==> src/logic/alarm_regs_pkg.sv <==
// alarm match register set: offsets, fields, reset values, mask codes
// shared by the alarm register block and its per-alarm match unit
package alarm_regs_pkg;

  // byte offsets on the register port
  localparam logic [7:0] ALM0_MIN_OFS   = 8'h0b;
  localparam logic [7:0] ALM0_HOUR_OFS  = 8'h0c;
  localparam logic [7:0] ALM0_DAY_OF_WEEK_VALUE_OFS = 8'h0d;
  localparam logic [7:0] ALM1_MIN_OFS   = 8'h12;
  localparam logic [7:0] ALM1_HOUR_OFS  = 8'h13;
  localparam logic [7:0] ALM1_DAY_OF_WEEK_VALUE_OFS = 8'h14;

  // reset values
  localparam logic [6:0] MIN_RESET   = 7'h00;
  localparam logic [5:0] HOUR_RESET  = 6'h00;
  localparam logic [2:0] DAY_OF_WEEK_VALUE_RESET = 3'h1;
  localparam logic [2:0] MASK_RESET  = 3'h0;

  // field positions in the weekday and control register
  localparam int POL_BIT      = 7;
  localparam int MASK_MSB     = 6;
  localparam int MASK_LSB     = 4;
  localparam int FLAG_BIT     = 3;
  localparam int DAY_OF_WEEK_VALUE_MSB    = 2;
  // hour register: format bit position
  localparam int HOUR_FMT_BIT = 6;

  // match select codes
  typedef enum logic [2:0] {
    MATCH_SEC   = 3'b000,
    MATCH_MIN   = 3'b001,
    MATCH_HOUR  = 3'b010,
    MATCH_DAY_OF_WEEK_VALUE = 3'b011,
    MATCH_DATE  = 3'b100,
    MATCH_RSV5  = 3'b101,
    MATCH_RSV6  = 3'b110,
    MATCH_ALL   = 3'b111
  } match_sel_t;

endpackage

==> src/logic/alarm_match_unit.sv <==
// one alarm: compare against current time and hold its match flag
// assumes time inputs are BCD and synchronous to ref_clk
`timescale 1ns/100ps
`default_nettype none
module alarm_match_unit
  import alarm_regs_pkg::*;
(
  // clock and reset
  input  wire logic       ref_clk,
  input  wire logic       rst,
  // stored compare values
  input  wire logic [2:0] matchSel,
  input  wire logic [6:0] cmpSec,
  input  wire logic [6:0] cmpMin,
  input  wire logic [5:0] cmpHour,
  input  wire logic [2:0] cmpWkday,
  input  wire logic [5:0] cmpDate,
  input  wire logic [4:0] cmpMonth,
  // current time
  input  wire logic [6:0] curSec,
  input  wire logic [6:0] curMin,
  input  wire logic [5:0] curHour,
  input  wire logic [2:0] curWkday,
  input  wire logic [5:0] curDate,
  input  wire logic [4:0] curMonth,
  // flag control
  input  wire logic       flagClear,
  output logic            flag
);

  logic matchNow;
  logic flag_reg;
  logic flag_next;
  logic secEq;
  logic minEq;
  logic hourEq;
  logic dayEq;
  logic dateEq;
  logic monEq;

  // field equality; hour compare covers meridiem or tens bits alike
  always_comb begin
    secEq  = (cmpSec == curSec);
    minEq  = (cmpMin == curMin);
    hourEq = (cmpHour == curHour);
    dayEq  = (cmpWkday == curWkday);
    dateEq = (cmpDate == curDate);
    monEq  = (cmpMonth == curMonth);
  end

  // selected match condition; reserved codes never match
  always_comb begin
    unique case (match_sel_t'(matchSel))
      MATCH_SEC:   matchNow = secEq;
      MATCH_MIN:   matchNow = minEq;
      MATCH_HOUR:  matchNow = hourEq;
      MATCH_DAY_OF_WEEK_VALUE: matchNow = dayEq;
      MATCH_DATE:  matchNow = dateEq;
      MATCH_ALL:   matchNow = secEq & minEq & hourEq & dayEq & dateEq
                              & monEq;
      default:     matchNow = 1'b0;
    endcase
  end

  // set beats clear, so a lasting match re-sets the flag at once
  always_comb begin
    flag_next = flag_reg;
    if (flagClear) begin
      flag_next = 1'b0;
    end
    if (matchNow) begin
      flag_next = 1'b1;
    end
  end

  // flag register
  always_ff @(posedge ref_clk or posedge rst) begin
    if (rst) begin
      flag_reg <= 1'b0;
    end else begin
      flag_reg <= flag_next;
    end
  end

  assign flag = flag_reg;

endmodule
`default_nettype wire

==> src/logic/rtc_alarm_match_registers.sv <==
// alarm compare registers for two alarms and the alarm output pin
// assumes a decoded byte register port from the serial bus front end
// assumes current time is bcd and synchronous to ref_clk
// one polarity bit is shared by both alarms
// How it works
// - minute compare: tens 6-4, ones 3-0
// - bit 7 of minute/hour reads zero
// - 12-hour: bit 5 set means afternoon
// - polarity bit sets asserted pin level
// - mask field picks compared time field
// - match sets flag; only software clears
// - weekday compare value in bits 2-0
// - code 111 needs every field matching
// - flag unwritable as one; write clears
// - lasting match sets cleared flag again
// - alarms enabled, square wave off: alarm output
`timescale 1ns/100ps
`default_nettype none
module rtc_alarm_match_registers
  import alarm_regs_pkg::*;
(
  // clock and reset
  input  wire logic        ref_clk,
  input  wire logic        rst,
  // register port
  input  wire logic [7:0]  regAddr,
  input  wire logic        regWrite,
  input  wire logic [7:0]  regWdata,
  output logic      [7:0]  regRdata,
  // current time from timekeeping
  input  wire logic [6:0]  curSec,
  input  wire logic [6:0]  curMin,
  input  wire logic [5:0]  curHour,
  input  wire logic [2:0]  curWkday,
  input  wire logic [5:0]  curDate,
  input  wire logic [4:0]  curMonth,
  input  wire logic        hourFormat12,
  // other alarm compare values, per alarm
  input  wire logic [13:0] alarmSecCmp,
  input  wire logic [11:0] alarmDateCmp,
  input  wire logic [9:0]  alarmMonthCmp,
  // output configuration
  input  wire logic [1:0]  alarmEnable,
  input  wire logic        squareWaveEnable,
  input  wire logic        squareWaveLevel,
  input  wire logic        generalOutLevel,
  // multi-function pin, open drain
  input  wire logic        multiFunctionPinIn,
  output logic             multiFunctionPinOut,
  output logic             multiFunctionPinOe,
  // flags
  output logic      [1:0]  alarmMatchFlag
);

  logic [6:0] minCmp_reg   [2];
  logic [6:0] minCmp_next  [2];
  logic [5:0] hourCmp_reg  [2];
  logic [5:0] hourCmp_next [2];
  logic [2:0] maskSel_reg  [2];
  logic [2:0] maskSel_next [2];
  logic [2:0] day_of_week_value_reg    [2];
  logic [2:0] day_of_week_value_next   [2];
  logic       pol_reg;
  logic       pol_next;
  logic [1:0] flagRaw;
  logic [1:0] flagClr;
  logic [1:0] flag_reg;
  logic [7:0] rdata_reg;
  logic [7:0] rdata_next;
  logic       pinLow_reg;
  logic       pinLow_next;
  logic       alarmLevel;
  logic [1:0] minWr;
  logic [1:0] hourWr;
  logic [1:0] wkWr;
  logic [7:0] hourByte     [2];
  logic [7:0] wkByte       [2];
  logic [1:0] flag_next;

  // per-alarm registers and match units
  for (genvar i = 0; i < 2; i++) begin : g_alarm
    localparam logic [7:0] MIN_OFS  = (i == 0) ? ALM0_MIN_OFS
                                               : ALM1_MIN_OFS;
    localparam logic [7:0] HOUR_OFS = (i == 0) ? ALM0_HOUR_OFS
                                               : ALM1_HOUR_OFS;
    localparam logic [7:0] WK_OFS   = (i == 0) ? ALM0_DAY_OF_WEEK_VALUE_OFS
                                               : ALM1_DAY_OF_WEEK_VALUE_OFS;

    // write strobes for this alarm's three registers
    assign minWr[i]  = regWrite && (regAddr == MIN_OFS);
    assign hourWr[i] = regWrite && (regAddr == HOUR_OFS);
    assign wkWr[i]   = regWrite && (regAddr == WK_OFS);

    // next values on writes; bit 7 and format bit are dropped
    always_comb begin
      minCmp_next[i]  = minCmp_reg[i];
      hourCmp_next[i] = hourCmp_reg[i];
      maskSel_next[i] = maskSel_reg[i];
      day_of_week_value_next[i]   = day_of_week_value_reg[i];
      flagClr[i]      = 1'b0;
      if (minWr[i]) begin
        minCmp_next[i] = regWdata[6:0];
      end
      if (hourWr[i]) begin
        hourCmp_next[i] = regWdata[5:0];
      end
      if (wkWr[i]) begin
        maskSel_next[i] = regWdata[MASK_MSB:MASK_LSB];
        day_of_week_value_next[i]   = regWdata[DAY_OF_WEEK_VALUE_MSB:0];
        flagClr[i]      = 1'b1;
      end
    end

    // register stage
    always_ff @(posedge ref_clk or posedge rst) begin
      if (rst) begin
        minCmp_reg[i]  <= MIN_RESET;
        hourCmp_reg[i] <= HOUR_RESET;
        maskSel_reg[i] <= MASK_RESET;
        day_of_week_value_reg[i]   <= DAY_OF_WEEK_VALUE_RESET;
      end else begin
        minCmp_reg[i]  <= minCmp_next[i];
        hourCmp_reg[i] <= hourCmp_next[i];
        maskSel_reg[i] <= maskSel_next[i];
        day_of_week_value_reg[i]   <= day_of_week_value_next[i];
      end
    end

    // readback bytes, fields at their named positions; hour bit 7 stays zero, weekday bit 7 is polarity
    always_comb begin
      hourByte[i]                  = {2'b00, hourCmp_reg[i]};
      hourByte[i][HOUR_FMT_BIT]    = hourFormat12;
      wkByte[i]                    = 8'h00;
      wkByte[i][POL_BIT]           = pol_reg;
      wkByte[i][MASK_MSB:MASK_LSB] = maskSel_reg[i];
      wkByte[i][FLAG_BIT]          = flagRaw[i];
      wkByte[i][DAY_OF_WEEK_VALUE_MSB:0]       = day_of_week_value_reg[i];
    end

    alarm_match_unit u_match (
      .ref_clk   (ref_clk),
      .rst       (rst),
      .matchSel  (maskSel_reg[i]),
      .cmpSec    (alarmSecCmp[7*i +: 7]),
      .cmpMin    (minCmp_reg[i]),
      .cmpHour   (hourCmp_reg[i]),
      .cmpWkday  (day_of_week_value_reg[i]),
      .cmpDate   (alarmDateCmp[6*i +: 6]),
      .cmpMonth  (alarmMonthCmp[5*i +: 5]),
      .curSec    (curSec),
      .curMin    (curMin),
      .curHour   (curHour),
      .curWkday  (curWkday),
      .curDate   (curDate),
      .curMonth  (curMonth),
      .flagClear (flagClr[i]),
      .flag      (flagRaw[i])
    );
  end

  // shared polarity bit, written through either weekday register
  always_comb begin
    pol_next = pol_reg;
    if (|wkWr) begin
      pol_next = regWdata[POL_BIT];
    end
  end

  // read mux; unmapped offsets read zero
  always_comb begin
    rdata_next = 8'h00;
    unique case (regAddr)
      ALM0_MIN_OFS:   rdata_next = {1'b0, minCmp_reg[0]};
      ALM1_MIN_OFS:   rdata_next = {1'b0, minCmp_reg[1]};
      ALM0_HOUR_OFS:  rdata_next = hourByte[0];
      ALM1_HOUR_OFS:  rdata_next = hourByte[1];
      ALM0_DAY_OF_WEEK_VALUE_OFS: rdata_next = wkByte[0];
      ALM1_DAY_OF_WEEK_VALUE_OFS: rdata_next = wkByte[1];
      default:        rdata_next = 8'h00;
    endcase
  end

  // pin mode select; low level is driven, high is released
  always_comb begin
    alarmLevel = |(flagRaw & alarmEnable);
    if (squareWaveEnable) begin
      pinLow_next = ~squareWaveLevel;
    end else if (|alarmEnable) begin
      pinLow_next = pol_reg ? ~alarmLevel : alarmLevel;
    end else begin
      pinLow_next = ~generalOutLevel;
    end
  end

  // flag port copy, one cycle behind the live flags
  always_comb begin
    flag_next = flagRaw;
  end

  // shared state and outputs
  always_ff @(posedge ref_clk or posedge rst) begin
    if (rst) begin
      pol_reg    <= 1'b0;
      rdata_reg  <= 8'h00;
      pinLow_reg <= 1'b0;
      flag_reg   <= 2'b00;
    end else begin
      pol_reg    <= pol_next;
      rdata_reg  <= rdata_next;
      pinLow_reg <= pinLow_next;
      flag_reg   <= flag_next;
    end
  end

  assign regRdata            = rdata_reg;
  assign multiFunctionPinOe  = pinLow_reg;
  assign multiFunctionPinOut = 1'b0;
  assign alarmMatchFlag      = flag_reg;

endmodule
`default_nettype wire

==> config.mk <==
export PLATFORM = sky130hd
export DESIGN_NAME = rtc_alarm_match_registers
export DESIGN_NICKNAME = d
export VERILOG_FILES = /design/src/logic/alarm_regs_pkg.sv /design/src/logic/alarm_match_unit.sv /design/src/logic/rtc_alarm_match_registers.sv
export SDC_FILE = /design/constraint.sdc
export NUM_CORES = 1
export LEC_CHECK = 0
export ABC_AREA = 1
export BUFFER_PORTS_ARGS = -buffer_cell sky130_fd_sc_hd__buf_2
export CORE_MARGIN = 2
export CORE_UTILIZATION = 45
export DETAILED_ROUTE_END_ITERATION = 16
export GPL_TIMING_DRIVEN = 0
export PLACE_DENSITY = 0.72
export SYNTH_ARGS = -nofsm -noshare
export SYNTH_HDL_FRONTEND = slang
export SYNTH_SLANG_ARGS = --single-unit
==> constraint.sdc <==
create_clock -name ref_clk -period 1.9 [get_ports ref_clk]
set_input_delay 0.38 -clock ref_clk [delete_from_list [all_inputs] [get_ports ref_clk]]
set_output_delay 0.38 -clock ref_clk [all_outputs]
set_load 0.02 [all_outputs]
==> run summary, run 1 <==
Final wirelength - 9422 um
Fin. max-slew vios - 0
Pre-CTS setup slack - -125.7 ps
PnR worst setup slack - 227.4 ps
Startpoint types - input pin
Cell variety after synth - 28
Critical path type - input pin to register
Setup Buffers After CTS - 0
Antenna cells - 0
Row cnt - 31
CTS max path bufs - 2
CTS root buf - clkbuf_8
Power Density - 599.4 nW/um2
Ys Warns - 0
Initial core utilization - 0.4696
Seq/Total Area, Yosys - 0.3807
Largest register FFs - 14
Largest net degree at the start of global routing - 31
Yosys top cell area share - 0.3654
Starting DRT DRC Count - 197
Gr usage total - 0.2305
CTS clk-pin slew, worst paths - 100 ps
Max_cap viols - 0
Max Fclk - 597.9 MHz
Worst-Skew Late Latency - 330 ps
Post-CTS Resized - 0
Post-DP Area - 4094 um2
Min Tclk post-route - 1673 ps
Largest cells by area after synthesis - dfrtp_1 (37%), nand2_1 (20%), inv_1 (9.0%)
Wire per inst - 13.10 um
Kind of end point of the critical path - register
Initial antenna violation count - 0
Commonest cells in the synthesized netlist - nand2_1 (179), inv_1 (82), dfrtp_1 (50), nor2_1 (42), o21ai_0 (38)
Synthesized instance count - 506
Post-DR vias/cell - 4.944
CTS tree - done
PortBufs - 105
Unrepaired setup endpoints after global routing - false
Die Y - 91.24 um
Fin crit share - 0.8803
Lkg Pwr - 2.359 nW
Worst vdd ir - 392.7 uV
Via count - 3555
Area delta synth->final - 22.94%
Status - finished, final reports clean
Synthesized area - 3425 um2
Die width - 91.24 um
Setup violators final - 0
Drt drc - 0
Post-synthesis register bit count - 52
Die area - 8324 um2
Post-synthesis area per instance - 6.768 um2
Syn nets - 602
Fraction of registers with async set/reset - 1.000
Crit path DAT - 1910 ps
RD Place Congestion - 0.8962
Global-route wire length before repair - 15440 um
Total power - 2.524 mW
Most frequently used flop master after synthesis - dfrtp_1
Antenna Nets Post-Route - 0
Hpwl dp - 7631 um
Final Hold Fails - 0
Fin area - 4210 um2
Final Util - 0.5774
Global route overflow - 0
CTS Hold Bufs - 0
Hold Crit Class - input pin to asynchronous set/reset pin
Number of iterations in the first detailed-routing pass - 5
I/O pin count - 108
Required time of the critical path - 2140 ps
Leading area contributor after synthesis - dfrtp_1
Most common cell in the netlist - nand2_1
Layout cell share with drive strength beyond 1 - 0.2048
Layout Nets - 715
Clk sinks - 52
Clock buffer count from CTS - 5
CTS H-tree depth - 2
Vias in the first global route - 3410
Critical path fanouts, max - 9
Number of synthesized flops with an enable pin - 0
Core ar. - 7292 um2
Clock skew - 9.443 ps
==> worst paths after layout <==
kind / slack (ps) / end / cells after the start / start
min: 60 / minCmp_reg[13]$_DFFE_PP0P_ / 2 / rst
min reg2reg: 450 / alarmMatchFlag[0]$_DFF_PP0_ / 0 / g_alarm[0].u_match.flag$_DFFE_PP0P_
max in group asynchronous: 1230 / day_of_week_value_reg[0]$_DFFE_PP1P_ / 3 / rst
min in group ref_clk: 240 / multiFunctionPinOe$_DFF_PP0_ / 2 / squareWaveLevel
max: 230 / minCmp_reg[1]$_DFFE_PP0P_ / 10 / regAddr[6]
max reg2reg: 490 / g_alarm[1].u_match.flag$_DFFE_PP0P_ / 9 / hourByte[3]$_DFFE_PP0P_
==> area by class of cell <==
cell class	count	area (um2)
Inverter	83	311.5
Tap cell	99	123.9
Multi-Input combinational cell	365	1772
Fill cell	739	3082
Timing Repair Buffer	106	545.5
Clock buffer	5	68.82
Clock inverter	3	47.55
Buffer	6	37.54
Sequential cell	52	1304
==> critical path, stage by stage <==
cell and delay [ps]:
buf_2 100, inv_1 40, nand2_1 90, nor3_4 180, nand3_1 170, nor3_4 370
inv_2 160, nor2_4 250, nand2_1 80, o21ai_0 80
==> kinds of logic (layout without fill, tap and decap cells) <==
kind of cell / after synthesis / count (layout) / synth area share
compound gates: 78 / 78 / 0.1257
buf+inv: 89 / 203 / 0.1019
simple gates: 248 / 248 / 0.2927
xor+xnor: 37 / 37 / 0.09463
flops: 52 / 52 / 0.3807
mux: 1 / 1 / 0.003288
other cells: 1 / 1 / 0.001095
==> cells in the final DEF (no fill, tap or decap), types with 2 or more instances in the layout <==
cell and instances:
nand3_1 13, buf_4 4, a21oi_1 18, inv_2 2
buf_2 105, dfstp_2 2, nand2_1 179, nor3_4 2
clkbuf_8 5, nor2_1 42, clkbuf_1 2, o21a_1 5
clkinv_4 2, nor3_1 6, inv_1 81, dfrtp_1 50
xnor2_1 19, nand4_1 2, xor2_1 18, o21ai_0 38
o22ai_1 13
==> layer usage <==
layer	wire, um	GRT usage
met2	4725	0.3963
met1	3943	0.2947
met3	610	0.04481
met4	142	0.06692
met5	0	0
==> through the flow <==
| step | setup TNS (ps) | std cells | hold slack [ps] |
|---|---|---|---|
| 6_report | 0 | 719 | 61.30 |
| 5_1_grt | 0 | 719 | 100.2 |
| 3_5_place_dp | -630.1 | 711 | 425.2 |
| 3_3_place_gp | -19150 | 710 | 416.4 |
| 2_1_floorplan | 0 | 506 | 389.1 |
| 4_1_cts | 0 | 719 | 88.06 |
==> where the power goes <==
group | internal, mW | leakage (nW) | switching (mW)
clock | 0.397 | 0.0583 | 0.397
sequential | 1.17 | 0.654 | 0.0526
combinational | 0.219 | 1.65 | 0.285
total | 1.79 | 2.36 | 0.735
(Power assumes the default switching activity.)
==> inputs of run 2 (changes only) <==
PLACE_DENSITY = 0.74   (was 0.72)
SYNTH_HIERARCHICAL = 1   (was default)
==> run summary, run 2 <==
Wire per inst - 11.90 um
Clk sinks - 52
Number of synthesized flops with an enable pin - 0
Area delta synth->final - 19.28%
CTS tree - done
CTS clk-pin slew, worst paths - 90 ps
Crit path DAT - 1560 ps
Final Hold Fails - 0
Required time of the critical path - 2100 ps
Antenna Nets Post-Route - 0
Hold Crit Class - input pin to register
Critical path type - input pin to register
Hpwl dp - 8477 um
Max_cap viols - 0
Fin. max-slew vios - 0
Initial antenna violation count - 0
Antenna cells - 0
Die area - 9625 um2
PortBufs - 105
Most frequently used flop master after synthesis - dfrtp_1
I/O pin count - 108
Largest register FFs - 14
Post-synthesis register bit count - 52
Yosys top cell area share - 0.3140
Setup violators final - 0
Drt drc - 0
Most common cell in the netlist - nand2_1
Seq/Total Area, Yosys - 0.3272
Gr usage total - 0.2143
Number of iterations in the first detailed-routing pass - 5
Critical path fanouts, max - 9
Pre-CTS setup slack - 216.3 ps
Starting DRT DRC Count - 256
Min Tclk post-route - 1357 ps
Unrepaired setup endpoints after global routing - false
Final wirelength - 10210 um
Largest cells by area after synthesis - dfrtp_1 (31%), nand2_1 (27%), inv_1 (9.6%)
Max Fclk - 736.8 MHz
Die Y - 98.11 um
RD Place Congestion - 0.8615
Worst-Skew Late Latency - 300 ps
Hold_ws - 275.8 ps
Layout Nets - 846
Slew HR - 0.6300
Power Density - 515.9 nW/um2
Synthesized instance count - 636
Startpoint types - input pin
Post-synthesis area per instance - 6.266 um2
Vias in the first global route - 3806
Most frequent cells in the layout - nand2_1 (283), buf_2 (106), inv_1 (101)
Worst vdd ir - 317.7 uV
Initial core utilization - 0.4615
Fraction of registers with async set/reset - 1.000
Min-Delay Startpoint - regWdata[7]
Global route overflow - 0
Syn nets - 732
Clock buffer count from CTS - 5
CTS root buf - clkbuf_8
Layout cell share with drive strength beyond 1 - 0.2147
Fin crit share - 0.7143
Measured slew at the worst slew-check pin - 554.2 ps
Cell variety after synth - 30
Ys Warns - 6
Synthesized area - 3985 um2
Largest net degree at the start of global routing - 27
Global-route wire length before repair - 16980 um
CTS max path bufs - 2
CTS H-tree depth - 2
Lkg Pwr - 2.851 nW
Status - finished, final reports clean
Kind of end point of the critical path - register
Commonest cells in the synthesized netlist - nand2_1 (283), inv_1 (102), nor2_1 (56), dfrtp_1 (50), nand3_1 (36)
Reg2Reg Launch Point - minCmp_reg[12]$_DFFE_PP0P_
Die width - 98.11 um
Core ar. - 8636 um2
Row cnt - 34
# fillers - 864
PnR worst setup slack - 542.9 ps
Post-DR vias/cell - 4.754
Via count - 4079
Leading area contributor after synthesis - dfrtp_1
Commonest non-fill, non-tap cell in the layout - nand2_1
Clock skew - 5.389 ps
Setup crit start - regAddr[3]
run 2: cell count changes after synthesis, moves of 6 or more:
cell / change
nand2_1: +104
o21ai_0: -31
nand3_1: +23
inv_1: +20
a21oi_1: -15
nor2_1: +14
nor2_2: +14
o22ai_1: -13
o21ai_1: +10
inv_2: +6
run 2: stage by stage:
step | utilization | std cells | power, mW | setup TNS (ps) | instance area (um2)
2_1_floorplan | - | 636 | 1.617 | 0 | 3985
3_3_place_gp | 0.5380 | 849 | 1.853 | -15070 | 4646
3_5_place_dp | 0.5403 | 850 | 1.880 | 0 | 4666
4_1_cts | 0.5504 | 858 | 2.474 | 0 | 4753
5_1_grt | 0.5504 | 858 | 2.608 | 0 | 4753
6_report | 0.5504 | 858 | 2.452 | 0 | 4753
run 2: worst paths after layout:
check / endpoint / slack, ps / depth (start not counted)
max in group asynchronous: day_of_week_value_reg[3]$_DFFE_PP1P_ / 610 / 4
setup reg to reg: g_alarm[0].u_match/flag$_DFFE_PP0P_ / 580 / 10
hold reg to reg: alarmMatchFlag[0]$_DFF_PP0_ / 490 / 0
min in group asynchronous: g_alarm[1].u_match/flag$_DFFE_PP0P_ / 480 / 3
hold / removal: pol_reg$_DFFE_PP0P_ / 280 / 3
setup / recovery: g_alarm[1].u_match/flag$_DFFE_PP0P_ / 540 / 11
run 2: report_power, final:
group | leakage, nW | switching [mW] | internal, mW
clock | 0.0410 | 0.343 | 0.251
sequential | 0.695 | 0.0758 | 1.19
combinational | 2.12 | 0.359 | 0.238
run 2: cell families after synthesis:
group / synth area share
buffers and inverters: 0.1121
and+or+nand+nor: 0.4631
AOI/OAI and AO/OA: 0.03077
DFF: 0.3272
xor gates and xnor gates: 0.06593
other: 0.0009410
run 2: area by class of cell:
class                      count  area [um2]  share of cell area
tap                          108       135.1             0.02843
clock inverter                 1       5.005            0.001053
clock buffer                   6       72.57             0.01527
sequential                    52        1304              0.2743
multi-input combinational    470        2235              0.4701
timing repair buffer         107       555.5              0.1169
buffer                         4       31.28            0.006581
inverter                     110       415.4             0.08739
run 2: repair_timing:
item | 4_1_cts | 5_1_grt
buffers inserted | 0 | 0
resized for setup | 0 | 0
endpoints found under the hold margin | 2 | 0
hold buffers | 1 | 0
run 2: metal layers:
layer | wire length, um | part of all wire | vias to the layer above | GRT usage
met5 | 0 | 0 | - | 0
met3 | 849 | 0.083 | 8 | 0.03508
li1 | - | - | 2114 | -
met1 | 4280 | 0.42 | 1805 | 0.2722
met2 | 4993 | 0.49 | 152 | 0.3883
met4 | 86 | 0.0084 | 0 | 0.03739
run 2: worst max-delay path: stages:
cell and delay, ps:
buf_2 120, inv_1 70, nand2_1 80, nor2_4 280, nand3_4 180, inv_2 150, inv_1 50, nand2_1 50
nand2_1 50, nor2_1 80, nand2_1 60
==> inputs of run 3 (changes only) <==
ABC_AREA = 0   (was 1)
PLACE_DENSITY = 0.76   (was 0.74)
clock period = 1.25 ns   (was 1.9 ns; I/O delays follow)
==> run summary, run 3 <==
Flop pwr share - 0.480
CTS H-tree depth - 2
Min Tclk post-route - 1614 ps
PortBufs - 105
Final Hold Fails - 0
RD Place Congestion - 0.8721
Leading area contributor after synthesis - dfrtp_1
Cell variety after synth - 48
Syn nets - 386
Worst-Skew Late Latency - 300 ps
Largest cells by area after synthesis - dfrtp_1 (38%), xnor2_1 (13%), mux2_1 (7.9%)
Slew HR - 0.2909
Die area - 8013 um2
Clk sinks - 52
Largest register FFs - 14
Synthesized instance count - 290
Synthesized area - 3291 um2
Ys Warns - 6
CTS tree - done
Seq/Total Area, Yosys - 0.3962
R2R Setup Slk - -360 ps
# fillers - 618
Layout cell share with drive strength beyond 1 - 0.4634
Gr usage total - 0.2201
Clock skew - 4.064 ps
Crit path DAT - 1840 ps
Post-synthesis area per instance - 11.35 um2
Row cnt - 31
Largest net degree at the start of global routing - 51
Wire per inst - 16.98 um
Sw frac - 0.2596
Initial core utilization - 0.4586
Hold Crit Class - input pin to register
DP Cell Count - 494
Vias in the first global route - 2737
Max_cap viols - 0
Critical path type - register to register
Via count - 2779
Number of iterations in the first detailed-routing pass - 5
Most frequently used flop master after synthesis - dfrtp_1
Global-route wire length before repair - 13320 um
Commonest cells in the synthesized netlist - dfrtp_1 (50), xnor2_1 (48), mux2_1 (23), xor2_1 (20), mux2_4 (16)
CTS clk-pin slew, worst paths - 90 ps
Startpoint types - register
Setup TNS - -683.8 ps
Starting DRT DRC Count - 169
Clock buffer count from CTS - 5
I/O pin count - 108
Die Y - 89.52 um
CTS root buf - clkbuf_8
Psw - 1.002 mW
Die width - 89.52 um
Post-synthesis register bit count - 52
Critical path fanouts, max - 2
Lkg Pwr - 2.008 nW
Violated checks - setup timing
Drt drc - 0
Core ar. - 7176 um2
Most common cell in the netlist - dfrtp_1
Status - finished with violations
Final wirelength - 8645 um
Unrepaired setup endpoints after global routing - true
Antenna cells - 0
Global route overflow - 0
Fin. max-slew vios - 0
Layout Nets - 505
Yosys top cell area share - 0.3802
Measured slew at the worst slew-check pin - 1061 ps
Setup violators final - 2
Post-DR vias/cell - 5.460
Commonest non-fill, non-tap cell in the layout - buf_2
Kind of end point of the critical path - register
Antenna Nets Post-Route - 0
Design internal power - 2.857 mW
Power Density - 901.7 nW/um2
Number of synthesized flops with an enable pin - 0
Post-route insts no fill - 509
Max Fclk - 619.5 MHz
Logic gate share of total power - 0.192
Initial antenna violation count - 0
PnR worst setup slack - -364.3 ps
Worst vdd ir - 498.4 uV
CTS max path bufs - 2
Most frequent cells in the layout - buf_2 (104), xnor2_1 (48), dfrtp_1 (46)
Hpwl dp - 6814 um
Fraction of registers with async set/reset - 1.000
Required time of the critical path - 1470 ps
Fin crit share - 1.291
Area delta synth->final - 30.04%
Clock power frac - 0.328
==> run 3: changes by cell type after synthesis, moves of 10 or more <==
| cell | previous run | this run |
|---|---|---|
| nand2_1 | 283 | 12 |
| inv_1 | 102 | 8 |
| nor2_1 | 56 | 6 |
| xnor2_1 | 14 | 48 |
| nand3_1 | 36 | 7 |
| mux2_1 | 0 | 23 |
| mux2_4 | 0 | 16 |
| nor2_2 | 14 | 0 |
| a22oi_1 | 0 | 10 |
==> run 3: per-stage QoR <==
stage                 util  total power [mW]  hold slack (ps)  area, um2  worst slack, ps
finish              0.5963             3.858            117.7       4279           -364.3
global route        0.5963             3.994            116.1       4279           -398.6
CTS                 0.5922             3.849            129.0       4249           -365.0
detailed placement  0.5643             2.586            124.5       4049           -435.9
global placement    0.5643             2.558            123.5       4049           -416.3
floorplan                -             2.259           -21.29       3400           -243.9
==> run 3: cell type report <==
type,instances,area (um2),area share
sequential,52,1309,0.3058
buffer,4,27.53,0.006433
timing repair buffer,116,626.9,0.1465
clock buffer,7,96.34,0.02251
multi-input combinational,220,2024,0.4731
inverter,10,41.29,0.009649
tap,99,123.9,0.02895
clock inverter,1,30.03,0.007018
==> run 3: repair_timing <==
action,CTS,global route
hold buffers,1,0
pin swaps,5,5
gates resized for setup,6,11
endpoints found under the hold margin,2,0
setup buffers,8,2
endpoints found under the setup margin,26,21
==> run 3: worst max-delay path: stages (launching register included) <==
cell and delay [ps]:
dfrtp_1 410, xor2_1 160, or4_4 560, nor4_4 150, nand3_1 100, o221ai_1 160
==> run 3: logic make-up (layout without fill, tap and decap cells) <==
family	after synthesis	after routing	share of synthesized area
XOR/XNOR	68	68	0.1810
buffers and inverters	18	138	0.03004
flip-flops	52	52	0.3962
other	1	1	0.001140
multiplexers	39	39	0.1517
AND/OR/NAND/NOR	68	68	0.1384
AO/OA/AOI/OAI	44	44	0.1015
==> run 3: layer usage <==
layer | up-vias | GRT usage | share of wire
met5 | - | 0 | 0
met4 | 0 | 0.05563 | 0.013
met3 | 11 | 0.02678 | 0.059
met2 | 126 | 0.3892 | 0.52
met1 | 1351 | 0.2853 | 0.41
li1 | 1291 | - | -
==> run 3: power by group through the flow <==
stage	Combinational [mW]	Sequential, mW	Clock (mW)
after detailed placement	0.704	1.88	0
final	0.741	1.85	1.26
after floorplan	0.398	1.86	0
after global routing	0.805	1.86	1.33
after global placement	0.679	1.88	0
after CTS	0.732	1.85	1.27
==> run 3: worst paths after layout <==
check,startpoint,to,cells past startpoint
max,day_of_week_value_reg[4]$_DFFE_PP0P_,g_alarm[0].u_match/flag$_DFFE_PP0P_,5
min,squareWaveLevel,multiFunctionPinOe$_DFF_PP0_,2
max reg2reg,day_of_week_value_reg[4]$_DFFE_PP0P_,g_alarm[0].u_match/flag$_DFFE_PP0P_,5
min reg2reg,g_alarm[1].u_match/flag$_DFFE_PP0P_,alarmMatchFlag[1]$_DFF_PP0_,0
max in group asynchronous,rst,maskSel_reg[3]$_DFFE_PP0P_,2
min in group asynchronous,rst,maskSel_reg[2]$_DFFE_PP0P_,2
